### config.mk
export PLATFORM = sky130hd
export DESIGN_NAME = power_sequencer
export DESIGN_NICKNAME = d
export VERILOG_FILES = /design/src/core/pwr_seq_pkg.sv /design/src/core/power_sequencer.sv /design/src/core/input_debouncer.sv
export SDC_FILE = /design/constraint.sdc
export NUM_CORES = 1
export LEC_CHECK = 0
export BUFFER_PORTS_ARGS = -buffer_cell sky130_fd_sc_hd__buf_2
export CORE_UTILIZATION = 45
export DETAILED_ROUTE_END_ITERATION = 8
export SYNTH_ARGS = -nofsm -noshare
export SYNTH_HDL_FRONTEND = slang
export SYNTH_SLANG_ARGS = --single-unit
### constraint.sdc
create_clock -name clk_in -period 2.45 [get_ports clk_in]
set_input_delay 0.49 -clock clk_in [delete_from_list [all_inputs] [get_ports clk_in]]
set_output_delay 0.49 -clock clk_in [all_outputs]
set_load 0.05 [all_outputs]
### src/core/pwr_seq_pkg.sv
/*
   Shared constants and types for the server power sequencer: clock rate, interval lengths
   and the cycle counts derived from them, debounce channel layout, state and policy codes,
   and the packed carriers used between the sequencer and its user side.
   Assumes a single controller clock and that every user of these names qualifies them.
*/
package pwr_seq_pkg;

   // Controller clock; every interval below is derived from it
   localparam int unsigned CLK_HZ     = 25_000_000;
   localparam int unsigned CYC_PER_MS = CLK_HZ / 1000;

   // Intervals in their own unit, milliseconds; the sequencer takes the cycle counts below
   localparam int unsigned DEBOUNCE_MS  = 8;
   localparam int unsigned PRESS_MS     = 8000;
   localparam int unsigned GOOD_WAIT_MS = 1500;
   localparam int unsigned RETRY_MS     = 10000;

   // Cycle counts; all fit below 2**31 at this rate
   localparam int unsigned DEBOUNCE_CYC  = DEBOUNCE_MS * CYC_PER_MS;
   localparam int unsigned PRESS_CYC     = PRESS_MS * CYC_PER_MS;
   localparam int unsigned GOOD_WAIT_CYC = GOOD_WAIT_MS * CYC_PER_MS;
   localparam int unsigned RETRY_CYC     = RETRY_MS * CYC_PER_MS;

   // Counter widths: the timer holds the 10 s retry, the debouncer holds 8 ms
   localparam int TIMER_W = 28;
   localparam int DB_W    = 18;

   // Input channel positions in the debounced pin vector
   localparam int N_CH      = 4;
   localparam int CH_BUTTON = 0;
   localparam int CH_SLEEP  = 1;
   localparam int CH_GOOD   = 2;
   localparam int CH_FORCE  = 3;

   // Restore policy after AC loss; the fourth code is treated as stay off
   typedef enum logic [1:0] {POLICY_OFF, POLICY_ON, POLICY_RESTORE} restore_policy_t;

   // Sequencer states
   typedef enum logic [2:0] {
      ST_BOOT, ST_OFF, ST_PRESS_ON, ST_WAIT_GOOD, ST_ON, ST_PRESS_OFF, ST_DROP_WAIT
   } seq_state_t;

   // Power change requests from firmware, command processor, watchdog or event filter
   typedef struct packed {
      logic power_on;
      logic power_off;
   } command_t;

   // One-cycle event pulses toward firmware
   typedef struct packed {
      logic dropout_irq;
      logic log_event;
      logic fault;
      logic sensor_init;
      logic stop_scan;
      logic nv_write;
   } event_t;

   // Debouncer state
   typedef struct packed {
      logic [1:0]      sync;
      logic            stable;
      logic [DB_W-1:0] count;
   } debounce_t;

endpackage

### src/core/power_sequencer.sv
/*
   Server power sequencer: sits between the front panel button, the chipset soft-off sleep
   signal and the chassis supply. Drives the supply on-request, emulates button presses,
   times power-up, power-down and the dropout retry, and gates power-on until ready.
   Assumes firmware-side inputs are synchronous to clk_in and that pins are asynchronous.
   The non-volatile store lives outside; this block reports what to store and reads back
   the stored state while it boots.
*/

module power_sequencer #(
   parameter int unsigned DEBOUNCE_CYC  = pwr_seq_pkg::DEBOUNCE_CYC,
   parameter int unsigned PRESS_CYC     = pwr_seq_pkg::PRESS_CYC,
   parameter int unsigned GOOD_WAIT_CYC = pwr_seq_pkg::GOOD_WAIT_CYC,
   parameter int unsigned RETRY_CYC     = pwr_seq_pkg::RETRY_CYC
) (
   input  wire logic                  clk_in,
   input  wire logic                  srst_in,
   input  wire logic                  ce_in,
   input  wire logic                  button_in,
   input  wire logic                  sleep_in,
   input  wire logic                  supply_good_in,
   input  wire logic                  force_update_in,
   input  wire logic                  fw_running_in,
   input  wire logic                  block_button_in,
   input  wire logic                  init_done_in,
   input  wire logic                  transit_done_in,
   input  wire logic                  hold_off_in,
   input  wire pwr_seq_pkg::command_t command_in,
   input  wire logic [1:0]            restore_policy_in,
   input  wire logic                  nv_state_in,
   output logic                       supply_on_request_out,
   output logic                       chipset_button_out,
   output logic                       pass_enable_out,
   output logic                       sio_enable_out,
   output logic                       power_unit_fail_out,
   output logic                       nv_state_out,
   output pwr_seq_pkg::event_t        events_out
);

   // Whole sequencer state in one register
   typedef struct packed {
      pwr_seq_pkg::seq_state_t        state;
      logic [pwr_seq_pkg::TIMER_W-1:0] timer;
      logic                           on_req;
      logic                           press;
      logic                           button_out;
      logic                           pass_en;
      logic                           sio_en;
      logic                           fail;
      logic                           nv_state;
      pwr_seq_pkg::event_t            ev;
   } seq_regs_t;

   seq_regs_t cur;
   seq_regs_t next_cur;

   logic [pwr_seq_pkg::N_CH-1:0] pins_raw;
   logic [pwr_seq_pkg::N_CH-1:0] pins_db;
   logic                         button_db;
   logic                         sleep_db;
   logic                         good_db;
   logic                         force_db;
   logic                         allowed;
   logic                         timer_done;
   logic                         policy_on;
   pwr_seq_pkg::restore_policy_t policy;

   // Timer reload values, one cycle shorter because the reload cycle counts
   localparam logic [pwr_seq_pkg::TIMER_W-1:0] PRESS_LOAD = pwr_seq_pkg::TIMER_W'(PRESS_CYC - 1);
   localparam logic [pwr_seq_pkg::TIMER_W-1:0] GOOD_LOAD  = pwr_seq_pkg::TIMER_W'(GOOD_WAIT_CYC - 1);
   localparam logic [pwr_seq_pkg::TIMER_W-1:0] RETRY_LOAD = pwr_seq_pkg::TIMER_W'(RETRY_CYC - 1);

   // Pins pass through sync and filter; supply good and jumper get the sync stage and a one-cycle filter
   // so a dropout is seen within a few cycles, far inside the 2 ms budget
   assign pins_raw = {force_update_in, supply_good_in, sleep_in, button_in};

   for (genvar i = 0; i < pwr_seq_pkg::N_CH; i++) begin : g_deb
      input_debouncer #(
         .CYCLES ((i == pwr_seq_pkg::CH_BUTTON || i == pwr_seq_pkg::CH_SLEEP) ? DEBOUNCE_CYC : 1)
      ) u_deb (
         .clk_in    (clk_in),
         .srst_in   (srst_in),
         .ce_in     (ce_in),
         .raw_in    (pins_raw[i]),
         .level_out (pins_db[i])
      );
   end

   assign button_db = pins_db[pwr_seq_pkg::CH_BUTTON];
   assign sleep_db  = pins_db[pwr_seq_pkg::CH_SLEEP];
   assign good_db   = pins_db[pwr_seq_pkg::CH_GOOD];
   assign force_db  = pins_db[pwr_seq_pkg::CH_FORCE];

   // Power-on gate: both button paths open, or the update jumper overrides
   assign allowed    = force_db | (cur.pass_en & cur.sio_en);
   assign timer_done = (cur.timer == '0);

   // Unused fourth policy code falls back to stay off
   assign policy    = pwr_seq_pkg::restore_policy_t'(restore_policy_in);
   assign policy_on = (policy == pwr_seq_pkg::POLICY_ON) || (policy == pwr_seq_pkg::POLICY_RESTORE);

   // Next-state logic for the whole sequencer
   always_comb begin
      next_cur = cur;
      next_cur.ev = '0;
      // Firmware may block the pass-through only while it runs
      next_cur.pass_en = !fw_running_in || !block_button_in;
      if (!timer_done) begin
         next_cur.timer = cur.timer - 1'b1;
      end

      // On-request follows the chipset sleep signal, rising only when power-on is
      // allowed and transitional work is done
      if (!cur.on_req && sleep_db && allowed && transit_done_in &&
          (cur.state == pwr_seq_pkg::ST_OFF || cur.state == pwr_seq_pkg::ST_PRESS_ON)) begin
         next_cur.on_req = 1'b1;
      end
      // Falling is held back while firmware still finishes transitional work
      if (cur.on_req && !sleep_db && !hold_off_in) begin
         next_cur.on_req = 1'b0;
      end

      unique case (cur.state)
         pwr_seq_pkg::ST_BOOT: begin
            // Super I/O button path stays off until the init phase is done
            if (init_done_in) begin
               next_cur.sio_en = 1'b1;
               if (policy == pwr_seq_pkg::POLICY_ON ||
                   (policy == pwr_seq_pkg::POLICY_RESTORE && nv_state_in)) begin
                  next_cur.state = pwr_seq_pkg::ST_PRESS_ON;
                  next_cur.timer = PRESS_LOAD;
               end else begin
                  next_cur.state = pwr_seq_pkg::ST_OFF;
               end
            end else if (!fw_running_in && force_db) begin
               next_cur.state = pwr_seq_pkg::ST_PRESS_ON;
               next_cur.timer = PRESS_LOAD;
            end
         end
         pwr_seq_pkg::ST_OFF: begin
            if (next_cur.on_req) begin
               // Chipset-initiated power-on, e.g. from its own wake logic
               next_cur.state = pwr_seq_pkg::ST_WAIT_GOOD;
               next_cur.timer = GOOD_LOAD;
            end else if (command_in.power_on) begin
               next_cur.state = pwr_seq_pkg::ST_PRESS_ON;
               next_cur.timer = PRESS_LOAD;
            end
         end
         pwr_seq_pkg::ST_PRESS_ON: begin
            next_cur.press = 1'b1;
            if (good_db && cur.on_req) begin
               next_cur.press = 1'b0;
               next_cur.ev.sensor_init = 1'b1;
               next_cur.fail = 1'b0;
               next_cur.nv_state = 1'b1;
               next_cur.ev.nv_write = 1'b1;
               next_cur.state = pwr_seq_pkg::ST_ON;
            end else if (timer_done) begin
               next_cur.press = 1'b0;
               next_cur.on_req = 1'b0;
               next_cur.ev.fault = 1'b1;
               next_cur.state = pwr_seq_pkg::ST_OFF;
            end
         end
         pwr_seq_pkg::ST_WAIT_GOOD: begin
            if (good_db) begin
               next_cur.ev.sensor_init = 1'b1;
               next_cur.fail = 1'b0;
               next_cur.nv_state = 1'b1;
               next_cur.ev.nv_write = 1'b1;
               next_cur.state = pwr_seq_pkg::ST_ON;
            end else if (timer_done) begin
               next_cur.on_req = 1'b0;
               next_cur.ev.fault = 1'b1;
               next_cur.state = pwr_seq_pkg::ST_OFF;
            end
         end
         pwr_seq_pkg::ST_ON: begin
            if (cur.on_req && !good_db) begin
               // Dropout: drop the supply at once, then wait before any retry
               next_cur.on_req = 1'b0;
               next_cur.fail = 1'b1;
               next_cur.ev.dropout_irq = 1'b1;
               next_cur.ev.log_event = 1'b1;
               next_cur.timer = RETRY_LOAD;
               next_cur.state = pwr_seq_pkg::ST_DROP_WAIT;
            end else if (!cur.on_req && !good_db) begin
               // Chipset-initiated power-off has completed
               next_cur.nv_state = 1'b0;
               next_cur.ev.nv_write = 1'b1;
               next_cur.state = pwr_seq_pkg::ST_OFF;
            end else if (command_in.power_off) begin
               next_cur.ev.stop_scan = 1'b1;
               next_cur.timer = PRESS_LOAD;
               next_cur.state = pwr_seq_pkg::ST_PRESS_OFF;
            end
         end
         pwr_seq_pkg::ST_PRESS_OFF: begin
            next_cur.press = 1'b1;
            if (!good_db) begin
               next_cur.press = 1'b0;
               next_cur.nv_state = 1'b0;
               next_cur.ev.nv_write = 1'b1;
               next_cur.state = pwr_seq_pkg::ST_OFF;
            end else if (timer_done) begin
               next_cur.press = 1'b0;
               next_cur.ev.fault = 1'b1;
               next_cur.state = pwr_seq_pkg::ST_ON;
            end
         end
         pwr_seq_pkg::ST_DROP_WAIT: begin
            // Supply stays off for the whole wait whatever the chipset does
            next_cur.on_req = 1'b0;
            if (timer_done) begin
               if (policy_on) begin
                  next_cur.state = pwr_seq_pkg::ST_PRESS_ON;
                  next_cur.timer = PRESS_LOAD;
               end else begin
                  next_cur.state = pwr_seq_pkg::ST_OFF;
               end
            end
         end
         default: begin
            // Unused code: fail safe with the supply released
            next_cur.state = pwr_seq_pkg::ST_OFF;
            next_cur.on_req = 1'b0;
            next_cur.press = 1'b0;
         end
      endcase

      // Chipset button: emulated press, or the front panel through an open pass-through;
      // the chipset acts on the rising edge only, so release timing is not critical
      next_cur.button_out = next_cur.press |
                            (button_db & next_cur.pass_en & (cur.sio_en | !fw_running_in));
   end

   // State register; reset puts all fields to zero, which is ST_BOOT with everything off
   always_ff @(posedge clk_in) begin
      if (srst_in) begin
         cur <= '0;
      end else if (ce_in) begin
         cur <= next_cur;
      end
   end

   // Outputs straight from the state register
   assign supply_on_request_out = cur.on_req;
   assign chipset_button_out    = cur.button_out;
   assign pass_enable_out       = cur.pass_en;
   assign sio_enable_out        = cur.sio_en;
   assign power_unit_fail_out   = cur.fail;
   assign nv_state_out          = cur.nv_state;
   assign events_out            = cur.ev;
endmodule // power_sequencer

### src/core/input_debouncer.sv
/*
   Two-flop synchroniser followed by a stability filter for one pin.
   Assumes the pin is asynchronous to clk_in; the output changes only after the synchronised
   level has differed from it for CYCLES consecutive enabled cycles.
*/
module input_debouncer #(
   parameter int unsigned CYCLES = 1
) (
   input  wire logic clk_in,
   input  wire logic srst_in,
   input  wire logic ce_in,
   input  wire logic raw_in,
   output logic      level_out
);

   pwr_seq_pkg::debounce_t cur;
   pwr_seq_pkg::debounce_t next_cur;

   // Sync stage 0 feeds only stage 1; the counter restarts on every bounce
   always_comb begin
      next_cur = cur;
      next_cur.sync = {cur.sync[0], raw_in};
      if (cur.sync[1] == cur.stable) begin
         next_cur.count = '0;
      end else if (cur.count >= pwr_seq_pkg::DB_W'(CYCLES - 1)) begin
         next_cur.stable = cur.sync[1];
         next_cur.count  = '0;
      end else begin
         next_cur.count = cur.count + 1'b1;
      end
   end

   always_ff @(posedge clk_in) begin
      if (srst_in) begin
         cur <= '0;
      end else if (ce_in) begin
         cur <= next_cur;
      end
   end

   assign level_out = cur.stable;
endmodule // input_debouncer

# == Word level (Yosys, flattened, before mapping) ==
# Cells that the tools add are included.
# totals
ff_bits,128
inputBits,17
output_inout_bits,12
elab_cells,170
# op_classes
add_sub_neg,5
n_lt_le_gt_ge,4
n_eq_ne,23
n_mux,66
bitwise,10
n_reduce_logical,35
# op_table
operator,count
$mux W31,7
$mux W18,8
$mux W28,4
$pmux W28 S4,1
$add A18 B1 Y18 const B,4
$ge A18 B1 Y1 const B,2
$ge A18 B18 Y1 const B,2
$logic_not A28 Y1,1
$sub A28 B1 Y28 const B,1
$mux W1,24
$pmux W3 S7,1
$mux W3,6
$mux W2,8
$reduce_and A3 Y1,5
$pmux W1 S4,3
$logic_and A1 B1 Y1,11
$ne A2 B2 Y1 const B,5
$eq A3 B3 Y1 const B,3
$pmux W1 S3,3
$reduce_and A7 Y1,1
$eq A3 B2 Y1 const B,2
$logic_not A1 Y1,6
$ne A3 B3 Y1 const B,2
$reduce_and A6 Y1,1
18 further kinds,32

# == Depth between registers and ports, before layout ==
# Gate-level depths: netlist of run 1.
# depth
depth_word,11
ltp_mapped,10
mapped_depth_nobuf,8

# == Hierarchy ==
# A second synthesis of run 1 with hierarchy kept.
# hier_totals
hier_cells,714
area_unflattened_um2,5665.4
# by_module_without_submodules
module,n_inst,cells_per_inst,area_per_inst_um2,seq_area_each_um2
power_sequencer,1,414,3042.9,860.8
input_debouncer (g_deb[0].u_deb ...),2,141,1209.9,420.4
input_debouncer (g_deb[2].u_deb ...),2,9,101.3,60.1

# == Worst setup path before layout of run 1 ==
# No wires, ideal clock.
# synth_path
path_kind,register to register
startpoint,reg cur[31] (netlist name)
endpoint,reg cur[38] (netlist name)
setup_ps,133
arrival_time_ps,2112
required_ps,2317
slack_ps,205
path_stages_with_launch,8
path_buffers,1
period_less_slack_ps,2245
path_cell_list,dfxtp_1 -> buf_6 -> or4_4 -> or3_4 -> or4_4 -> nor3_2 -> nor3b_2 -> a211oi_2
# synth_between
elab_chain_cells,6
elab_cells_between_ends,14
cone_classes,add/sub (1); mux (12); reduce/logical (1)
# synth_lines
element,line_no,text
from (decl),power_sequencer.sv:54,seq_regs_t cur;
from (signal assigned),power_sequencer.sv:243,cur <= next_cur;
$sub A28 B1 Y28 / $logic_not A28 Y1 (equally long branches),"power_sequencer.sv:109, power_sequencer.sv:96",
$mux W28,power_sequencer.sv:108,if (!timer_done) begin
$mux W31,power_sequencer.sv:193,end else if (command_in.power_off) begin
$mux W28,power_sequencer.sv:188,end else if (!cur.on_req && !good_db) begin
$mux W31,power_sequencer.sv:180,if (cur.on_req && !good_db) begin
$pmux W28 S4 (*),power_sequencer.sv:123,unique case (cur.state)
# Mark *: on every way between the ends. The rest lies on a longest branch, timed or not. The select of a mux whose other input is x is not followed.
# A chain may end at the register's enable or synchronous reset.

# == Worst setup path after layout of run 1 ==
# Same ends and word-level chain as after synthesis.

==> summary.md, run 1 <==
| Metric | Value |
|---|---|
| Total die area | 12,300 um^2 |
| Hold Crit Class | in -> reg |
| Area share of the leading cell type in the synthesized netlist | about a third |
| Synth area leader | dfxtp_1 |
| Synth area leaders | dfxtp_1 (34%), a21oi_1 (4.7%), nor2_1 (4.4%) |
| Fraction of registers with async set or reset after synthesis | 0% |
| WS Path Type | reg -> reg |
| PwrDens | ~620 nW/um^2 |
| Syn Std Cell Area | between 5000 and 6000 um^2 |
| Starting Density | between 40 and 50% |
| Cells after Synth | between 600 and 700 |
| Fin. Hold Viols | 0 |
| CTS tree | done |
| Yosys reg bits | 91 |
| Clk sink count | roughly 90 |
| DRC violations left | 0 |
| Peak VDD IR | about 0.42 mV |
| Initial antenna violation count | 0 |
| Root buf cell | clkbuf_16 |
| HPWL Detailed | about 10,000 um |
| DRT Wirelength | 14,400 um |
| CP delay by family, top | simple AND/OR/NAND/NOR gates |
| Vias in the first global route | roughly 4,800 |
| Avg WL per Cell | ~17 um |
| Syn nets | 698 |
| Yosys Warn Count | 0 |
| Clock latency at the later pin of the worst-skew pair | 350 ps |
| Setup crit end kind | flop |
| I/O pin count | 29 |
| Outcome | finished clean |
| Period minus WS final | ~2300 ps |
| Die width | between 100 and 150 um |
| First-pass GRT wire length | 24,200 um |
| Share of layout cells above drive strength 1 | between 15 and 20% |
| EDFF count, synth | 0 |
| LEAKAGE | between 2 and 2.5 nW |
| Fin crit share | a little over nine tenths |
| Area growth, synth to finish | 14.2% |
| Die Y | 111 um |
| CP Data Required Time | 2660 ps |
| NumNets Final | 740 |
| Register area share after synthesis | 34.2% |
| First-pass iteration count of the detailed router | 5 |
| Final ANT Viol Nets | 0 |
| Slew margin rel. | between 50% and 60% |
| Critical Path Source Type | flop |
| Netlist cell types | 80 |
| Crit path buf inv count | 0 |
| Max Root-Sink Buffers | 2 |
| GPL Wtd Cong | around 0.96 |
| RSZ-0062 raised after global routing | false |
| CP arrival | around 2500 ps |
| Commonest non-fill, non-tap cell in the layout | dfxtp_1 |
| Most frequent cells in the layout | dfxtp_1 (91), nor2_1 (63), nand2_1 (58) |
| FMAX | 429 MHz |
| GRT Total Usage | between 20% and 30% |
| DR vias/cell | between 6 and 7 |
| Tightest Pin Transition | a little over 700 ps |
| Power Total | between 0.003 and 0.004 W |
| Top_reg_cell synth | dfxtp_1 |
| TNS Setup | 0 ps |
| I/O Buffers | 28 |
| Clock slew at reported path FFs | around 70 ps |
| # setup viols final | 0 |
| CTS Buf Count | 9 |
| Peak fanout along the critical path | 8 |
| Critical path's slowest cell | or4_4 |
| Util after Layout | approximately 53% |
| Gr ovfl total | 0 |
| Syn Area/Cell | ~7.9 um^2 |
| Site row count | 39 |
| Most used cell, CP | or4_4 |
| Antenna diodes | 0 |
| Clock skew | about 6.8 ps |
| CP Cell Sequence | or4_4 > or3_4 > or4_4 > nor3_2 > nor3b_2 > a211oi_2 |
| Pins Over Slew Limit | 0 |
| Crit path largest cell delay | 560 ps |
| Core footprint | ~11,000 um^2 |
| Largest net degree at the start of global routing | 54 |
| Clock H-tree levels | 3 |
| Cell Count, Final, Fillers Out | around 860 |
| Via count | about 5,200 |
| Cell Count Post-Placement | roughly 850 |
| Initial DRC count | 450 |
| Number of max-cap violations | 0 |
## cell type report
class                           instances  area, um^2
Clock buffer                           10         239
Clock inverter                          5        43.8
Fill cell                            1111        5380
Inverter                               20        75.1
Multi-Input combinational cell        522        3250
Sequential cell                        91        1820
Tap cell                              143         179
Timing Repair Buffer                   73         478
## what timing repair did
item,CTS,global route
hold buffers,0,0
buffers inserted,0,1
endpoints found under the setup margin,0,7
resized for setup,0,3
## worst register-to-register path, stage by stage, from the launching register on
cell and delay [ps]:
dfxtp_1 380, or4_4 560, or3_4 350, or4_4 440, nor3_2 200, nor3b_2 210, a211oi_2 60
## state kept, by name, summed over array words and instances, names as in the netlist
signal	flops
chipset_button_out	1
cur	32
events_out	5
g_deb.u_deb.cur	44
g_deb.u_deb.level_out	4
nv_state_out	1
pass_enable_out	1
power_unit_fail_out	1
sio_enable_out	1
supply_on_request_out	1
## routing by layer
metal	GRT usage (%)	wire, um
met5	0	0
met4	9.69	239
met3	3.34	658
met2	38.8	6770
met1	32.5	6780
## synth_stat cells (5+ instances only)
master / instances
buf_2: 5
nor2b_1: 9
o31ai_1: 5
o21ai_1: 35
or3_1: 10
xor2_1: 9
nand3_1: 26
nand3b_1: 6
nand2b_1: 12
xnor2_1: 5
dfxtp_1: 91
mux2i_1: 13
buf_4: 8
a21o_1: 8
nor3_1: 27
ha_1: 6
nor2_1: 63
o211ai_1: 9
nand4_1: 14
a211oi_1: 10
nand2_1: 58
and3_1: 17
inv_1: 20
a311oi_1: 5
nor4_1: 14
o21ai_0: 7
buf_1: 5
clkbuf_1: 23
a21oi_1: 50
a31oi_1: 15
## cell families after synthesis
group / after synthesis / synth area share, %
xor+xnor: 14 / 2.30
buf+inv: 62 / 5.19
fa+ha+maj: 6 / 1.41
flops: 91 / 34.2
compound gates: 199 / 25.3
mux: 15 / 2.87
simple gates: 288 / 28.8
## report_power, final
| part | internal, W | total [W] | switching (W) |
|---|---|---|---|
| Combinational | 0.000319 | 0.000784 | 0.000464 |
| Clock | 0.000727 | 0.00136 | 0.000631 |
| Sequential | 0.00154 | 0.00163 | 0.0000829 |
## path summary, 6_finish.rpt
check                                           to                              from  slack (ps)  cells after the start
setup / recovery              cur[38]$_SDFFE_PP0P_              cur[31]$_SDFFE_PP0P_         120                      6
hold / removal        pass_enable_out$_SDFFE_PP0P_                   block_button_in         350                      2
setup reg to reg              cur[38]$_SDFFE_PP0P_              cur[31]$_SDFFE_PP0P_         120                      6
hold reg to reg   power_unit_fail_out$_SDFFE_PP0P_  power_unit_fail_out$_SDFFE_PP0P_         450                      2
## per-stage QoR
step	area, um^2	hold WS, ps	setup WS [ps]
2_1_floorplan	5330	437	205
3_3_place_gp	5770	439	174
3_5_place_dp	5770	444	115
4_1_cts	6060	343	110
5_1_grt	6080	361	18.0
6_report	6080	354	120
No activity file was read; power rests on OpenSTA's default activity.
==> run 2: changes to the inputs <==
--- a/config.mk
+++ b/config.mk
@@ -6,8 +6,11 @@
 export NUM_CORES = 1
 export LEC_CHECK = 0
 export BUFFER_PORTS_ARGS = -buffer_cell sky130_fd_sc_hd__buf_2
-export CORE_UTILIZATION = 45
+export CELL_PAD_IN_SITES_DETAIL_PLACEMENT = 2
+export CELL_PAD_IN_SITES_GLOBAL_PLACEMENT = 2
+export CORE_UTILIZATION = 37
 export DETAILED_ROUTE_END_ITERATION = 8
+export PLACE_DENSITY_LB_ADDON = 0.1
 export SYNTH_ARGS = -nofsm -noshare
 export SYNTH_HDL_FRONTEND = slang
 export SYNTH_SLANG_ARGS = --single-unit
==> constraint.sdc (replaced) <==
create_clock -name clk_in -period 2.4 [get_ports clk_in]
set_input_delay 0.48 -clock clk_in [delete_from_list [all_inputs] [get_ports clk_in]]
set_output_delay 0.48 -clock clk_in [all_outputs]
set_load 0.05 [all_outputs]
==> summary.md, run 2 (same netlist as run 1, synthesis figures left out) <==
| Metric | Value |
|---|---|
| Outcome | finished clean |
| Clock H-tree levels | 3 (unchanged) |
| Post-Place Setup Slack | 26.0 ps (-88.7 ps) |
| Crit path buf inv count | 2 (+2) |
| CTS Buf Count | 9 (unchanged) |
| Initial DRC count | 285 (-37%) |
| Largest Register | g_deb.u_deb.cur |
| FMAX | 418 MHz (-2.7%) |
| Fin. Hold Viols | 0 (unchanged) |
| CP Cell Sequence | inv_1 > ha_1 > nor2b_1 > nand4_1 > buf_4 > nor4_1 > o21ai_1 > o21ai_1 > o211ai_1 |
| I/O pin count | 29 (unchanged) |
| Number of max-cap violations | 0 (unchanged) |
| Period minus WS final | 2390 ps (+65.1 ps) |
| Setup ws final | 5.08 ps (-115 ps) |
| CP delay by family, top | simple AND/OR/NAND/NOR gates |
| Commonest non-fill, non-tap cell in the layout | dfxtp_1 |
| LEAKAGE | 2.50 nW (+5.4%) |
| Util after Layout | 45.6% (-7.4 points) |
| Site row count | 43 (+10%) |
| Peak VDD IR | 0.359 mV (-14%) |
| CP Data Required Time | 2630 ps (-30 ps) |
| DRT Wirelength | 20,700 um (+43%) |
| Share of layout cells above drive strength 1 | 18.9% (+3.2 points) |
| Gr ovfl total | 0 (unchanged) |
| First-pass GRT wire length | 32,300 um (+33%) |
| CTS tree | done |
| Largest net degree at the start of global routing | 30 (-44%) |
| Total die area | 14,900 um^2 (+21%) |
| Slew margin rel. | 59.9% (+7.3 points) |
| Clock skew | 9.02 ps (+2.26 ps) |
| Starting Density | 38.1% (-8.4 points) |
| WS Path Type | reg -> reg |
| CP arrival | 2630 ps (+90 ps) |
| GRT Total Usage | 28.3% (+4.2 points) |
| P_int | 0.00286 W (+10%) |
| Most used cell, CP | o21ai_1 |
| Fin crit share | 99.8% (+4.7 points) |
| PwrDens | 654 nW/um^2 (+5.6%) |
| # setup viols final | 0 (unchanged) |
| Die Y | 122 um (+10%) |
| Clock latency at the later pin of the worst-skew pair | 360 ps (about the same) |
| Max FFs per register | 44 (unchanged) |
| Final ANT Viol Nets | 0 (unchanged) |
| Max Root-Sink Buffers | 2 (unchanged) |
| Root buf cell | clkbuf_16 |
| Avg WL per Cell | 22.4 um (+34%) |
| Sequential power share | 39.6% (-3.6 points) |
| Critical path's slowest cell | nor4_1 |
| Sw Share | 31.4% (+0.19 points) |
| Switching power total | 0.00131 W (+11%) |
| Peak fanout along the critical path | 4 (-4) |
| Setup crit end kind | flop |
| GPL Wtd Cong | 0.903 (-5.9%) |
| Hold_buf cts | 0 (unchanged) |
| Antenna diodes | 0 (unchanged) |
| Initial antenna violation count | 0 (unchanged) |
| Critical Path Source Type | flop |
| Hold WS | 343 ps (-10.5 ps) |
| DRC violations left | 0 (unchanged) |
| Die width | 122 um (+10%) |
| Clk sink count | 91 (unchanged) |
| HPWL Detailed | 14,200 um (+38%) |
| Area growth, synth to finish | 19.8% |
| TNS Setup | 0 ps (unchanged) |
| DR vias/cell | 6.09 (+0.76%) |
| Pins Over Slew Limit | 0 (unchanged) |
| Vias in the first global route | 6,089 (+26%) |
| I/O Buffers | 28 (unchanged) |
| First-pass iteration count of the detailed router | 4 (-1) |
| RSZ-0062 raised after global routing | true |
| Clock slew at reported path FFs | 70 ps (about the same) |
| Most frequent cells in the layout | dfxtp_1 (91), buf_4 (67), nor2_1 (63) |
| Hold Crit Class | in -> reg |
| Via count | 5,636 (+8.0%) |
| Tightest Pin Transition | 599 ps (-106 ps) |
| Crit path largest cell delay | 400 ps (-160 ps) |
| Gate power share | 22.6% (+1.8 points) |
| Core footprint | 14,000 um^2 (+22%) |
| NumNets Final | 764 (+3.2%) |
| Clock power share | 37.8% (+1.8 points) |
## run 2: final timing paths
path	from	to	slack (ps)	cells past startpoint
hold / removal	block_button_in	pass_enable_out$_SDFFE_PP0P_	340	2
setup reg to reg	cur[14]$_SDFFE_PP0P_	cur[33]$_SDFFE_PP0P_	5	9
hold reg to reg	power_unit_fail_out$_SDFFE_PP0P_	power_unit_fail_out$_SDFFE_PP0P_	460	2
setup / recovery	cur[14]$_SDFFE_PP0P_	cur[33]$_SDFFE_PP0P_	5	9
## run 2: cell type report
| cell class | instances | area (um^2) |
|---|---|---|
| Timing Repair Buffer | 97 | 683 |
| Clock buffer | 10 | 229 |
| Multi-Input combinational cell | 522 | 3260 |
| Sequential cell | 91 | 1820 |
| Clock inverter | 6 | 88.8 |
| Fill cell | 1570 | 7610 |
| Tap cell | 180 | 225 |
| Inverter | 20 | 75.1 |
## run 2: routing by layer
metal | wire length [um] | part of all wire [%] | GRT usage, % | up-vias
li1 | - | - | - | 2641
met1 | 9010 | 44 | 33.8 | 2865
met2 | 10500 | 51 | 49.8 | 83
met3 | 534 | 2.6 | 4.63 | 47
met4 | 630 | 3.0 | 11.9 | 0
met5 | 0 | 0 | 0 | -
## run 2: what timing repair did
action                                  in CTS  in global routing
cloned                                       0                  0
buffers inserted                             0                  4
pin swaps                                    0                  2
resized for setup                            1                  7
endpoints found under the setup margin       1                 18
## run 2: power by group through the flow
stage,clock network [W],logic (W),registers (W)
5_1_grt,0.00167,0.00101,0.00166
6_report,0.00158,0.000945,0.00165
3_3_place_gp,0,0.000841,0.00168
4_1_cts,0.00162,0.000901,0.00165
2_1_floorplan,0,0.000523,0.00168
3_5_place_dp,0,0.000880,0.00168
## run 2: metrics by stage
step | power [W] | instances | cell area [um^2]
floorplan | 0.00220 | 675 | 5330
global placement | 0.00252 | 906 | 6000
detailed placement | 0.00256 | 906 | 6000
CTS | 0.00417 | 922 | 6320
global route | 0.00434 | 926 | 6380
finish | 0.00417 | 926 | 6380
==> run 3: changes to the inputs <==
--- a/config.mk
+++ b/config.mk
@@ -10,7 +10,8 @@
 export CELL_PAD_IN_SITES_GLOBAL_PLACEMENT = 2
 export CORE_UTILIZATION = 37
 export DETAILED_ROUTE_END_ITERATION = 8
-export PLACE_DENSITY_LB_ADDON = 0.1
+export GPL_ROUTABILITY_DRIVEN = 1
+export PLACE_DENSITY = 0.87
 export SYNTH_ARGS = -nofsm -noshare
 export SYNTH_HDL_FRONTEND = slang
 export SYNTH_SLANG_ARGS = --single-unit
==> constraint.sdc (replaced) <==
create_clock -name clk_in -period 2.6 [get_ports clk_in]
set_input_delay 0.52 -clock clk_in [delete_from_list [all_inputs] [get_ports clk_in]]
set_output_delay 0.52 -clock clk_in [all_outputs]
set_load 0.05 [all_outputs]
==> summary.md, run 3 (same netlist as run 1, synthesis figures left out) <==
| Metric | Value |
|---|---|
| Util after Layout | 44.0% (-1.6 points) |
| DRT Wirelength | 22,700 um (+9.9%) |
| Critical Path Source Type | flop |
| Crit path buf inv count | 2 (unchanged) |
| Clock skew | 15.3 ps (+6.27 ps) |
| Largest Register | g_deb.u_deb.cur |
| CP Cell Sequence | inv_1 > ha_1 > nor2b_1 > nand4_1 > buf_4 > nor3_1 > nor3_1 > o21a_1 > o211a_1 |
| CP Data Required Time | 2840 ps (+210 ps) |
| First-pass iteration count of the detailed router | 5 (+1) |
| Peak fanout along the critical path | 6 (+2) |
| Antenna diodes | 0 (unchanged) |
| Slew margin rel. | 52.4% (-7.6 points) |
| PwrDens | 616 nW/um^2 (-5.8%) |
| CTS tree | done |
| GPL Wtd Cong | 0.902 (about the same) |
| CP delay by family, top | simple AND/OR/NAND/NOR gates |
| Hold path cells | 3 (+1) |
| Most used cell, CP | nor3_1 |
| Tightest Pin Transition | 708 ps (+109 ps) |
| LEAKAGE | 2.37 nW (-5.3%) |
| GRT Total Usage | 31.6% (+3.2 points) |
| Largest net degree at the start of global routing | 54 (+80%) |
| FMAX | 395 MHz (-5.3%) |
| Clk sink count | 91 (unchanged) |
| Via count | 5,857 (+3.9%) |
| Fin crit share | 97.3% (-2.5 points) |
| CTS Buf Count | 9 (unchanged) |
| Most frequent cells in the layout | dfxtp_1 (91), nor2_1 (63), nand2_1 (58) |
| Gr ovfl total | 0 (unchanged) |
| DRC violations left | 0 (unchanged) |
| Clock latency at the later pin of the worst-skew pair | 360 ps (about the same) |
| HPWL Detailed | 15,000 um (+5.2%) |
| Number of max-cap violations | 0 (unchanged) |
| WS Path Type | reg -> reg |
| Peak VDD IR | 0.364 mV (+1.4%) |
| Setup crit end kind | flop |
| Starting Density | 38.1% (unchanged) |
| DR vias/cell | 6.52 (+7.0%) |
| Clock slew at reported path FFs | 80 ps (about the same) |
| CP arrival | 2770 ps (+140 ps) |
| Fin. Hold Viols | 0 (unchanged) |
| NumNets Final | 737 (-3.5%) |
| Root buf cell | clkbuf_16 |
| Commonest non-fill, non-tap cell in the layout | dfxtp_1 |
| Clock H-tree levels | 3 (unchanged) |
| I/O Buffers | 28 (unchanged) |
| Core footprint | 14,000 um^2 (unchanged) |
| Site row count | 43 (unchanged) |
| Max FFs per register | 44 (unchanged) |
| Total die area | 14,900 um^2 (unchanged) |
| Area after DPL | 5770 um^2 (-3.9%) |
| Die Y | 122 um (unchanged) |
| TNS Setup | 0 ps (unchanged) |
| Reg2Reg Depth | 9 (unchanged) |
| First-pass GRT wire length | 35,700 um (+11%) |
| I/O pin count | 29 (unchanged) |
| Crit path largest cell delay | 380 ps (-20 ps) |
| Die width | 122 um (unchanged) |
| Final ANT Viol Nets | 0 (unchanged) |
| # setup viols final | 0 (unchanged) |
| Avg WL per Cell | 25.3 um (+13%) |
| Hold Crit Class | in -> reg |
| Period minus WS final | 2530 ps (+134 ps) |
| Share of layout cells above drive strength 1 | 16.0% (-2.9 points) |
| Critical path's slowest cell | nor3_1 |
| Area growth, synth to finish | 15.6% |
| Initial DRC count | 341 (+20%) |
| Pins Over Slew Limit | 0 (unchanged) |
| Initial antenna violation count | 0 (unchanged) |
| Vias in the first global route | 6,422 (+5.5%) |
| Outcome | finished clean |
| Max Root-Sink Buffers | 2 (unchanged) |
| Crit path depth | 9 (unchanged) |
| Design Area, Final | 6160 um^2 (-3.5%) |
run 3: layer usage:
layer / routed length (um) / vias up / GRT usage (%)
li1: - / 2597 / -
met1: 9120 / 2959 / 34.6
met2: 11500 / 218 / 56.4
met3: 1050 / 83 / 6.27
met4: 1030 / 0 / 17.9
met5: 0 / - / 0
run 3: area by class of cell:
| cell class | count | area, um^2 |
|---|---|---|
| Fill cell | 1552 | 7830 |
| Multi-Input combinational cell | 522 | 3270 |
| Sequential cell | 91 | 1820 |
| Timing Repair Buffer | 70 | 468 |
| Clock buffer | 11 | 243 |
| Tap cell | 180 | 225 |
| Inverter | 20 | 75.1 |
| Clock inverter | 5 | 60.1 |
run 3: final timing paths:
kind | from | end | slack [ps]
worst max-delay path | cur[14]$_SDFFE_PP0P_ | cur[22]$_SDFFE_PP0P_ | 70
worst min-delay path | sleep_in | g_deb[1].u_deb.cur[19]$_SDFFE_PP0P_ | 400
worst max register to register | cur[14]$_SDFFE_PP0P_ | cur[22]$_SDFFE_PP0P_ | 70
worst min register to register | power_unit_fail_out$_SDFFE_PP0P_ | power_unit_fail_out$_SDFFE_PP0P_ | 470
run 3: what timing repair did:
item,4_1_cts,5_1_grt
pin swaps,1,1
setup endpoints to repair,3,16
gates resized for setup,1,7
hold buffers,0,0
buffers inserted,3,2
cloned,0,0
run 3: through the flow:
step                total power [W]  setup WS, ps  hold slack (ps)  cells
finish                      0.00380          70.8              404    899
floorplan                   0.00203           355              437    675
detailed placement          0.00231         -30.5              454    878
CTS                         0.00375          36.2              400    897
global placement            0.00224           212              441    878
global route                0.00391         -21.3              410    899
run 3: worst register-to-register path, stage by stage, from the launching register on:
cell and delay [ps]:
dfxtp_1 330, inv_1 160, ha_1 200, nor2b_1 230, nand4_1 230, buf_4 250, nor3_1 380, nor3_1 170
o21a_1 240, o211a_1 220
run 3: report_power, final:
part           switching (W)  internal (W)  leakage [nW]  total (W)
Clock               0.000612      0.000777         0.146    0.00139
Combinational       0.000562      0.000304          1.48   0.000866
Sequential         0.0000858       0.00145         0.740    0.00154
Total                0.00126       0.00254          2.37    0.00380
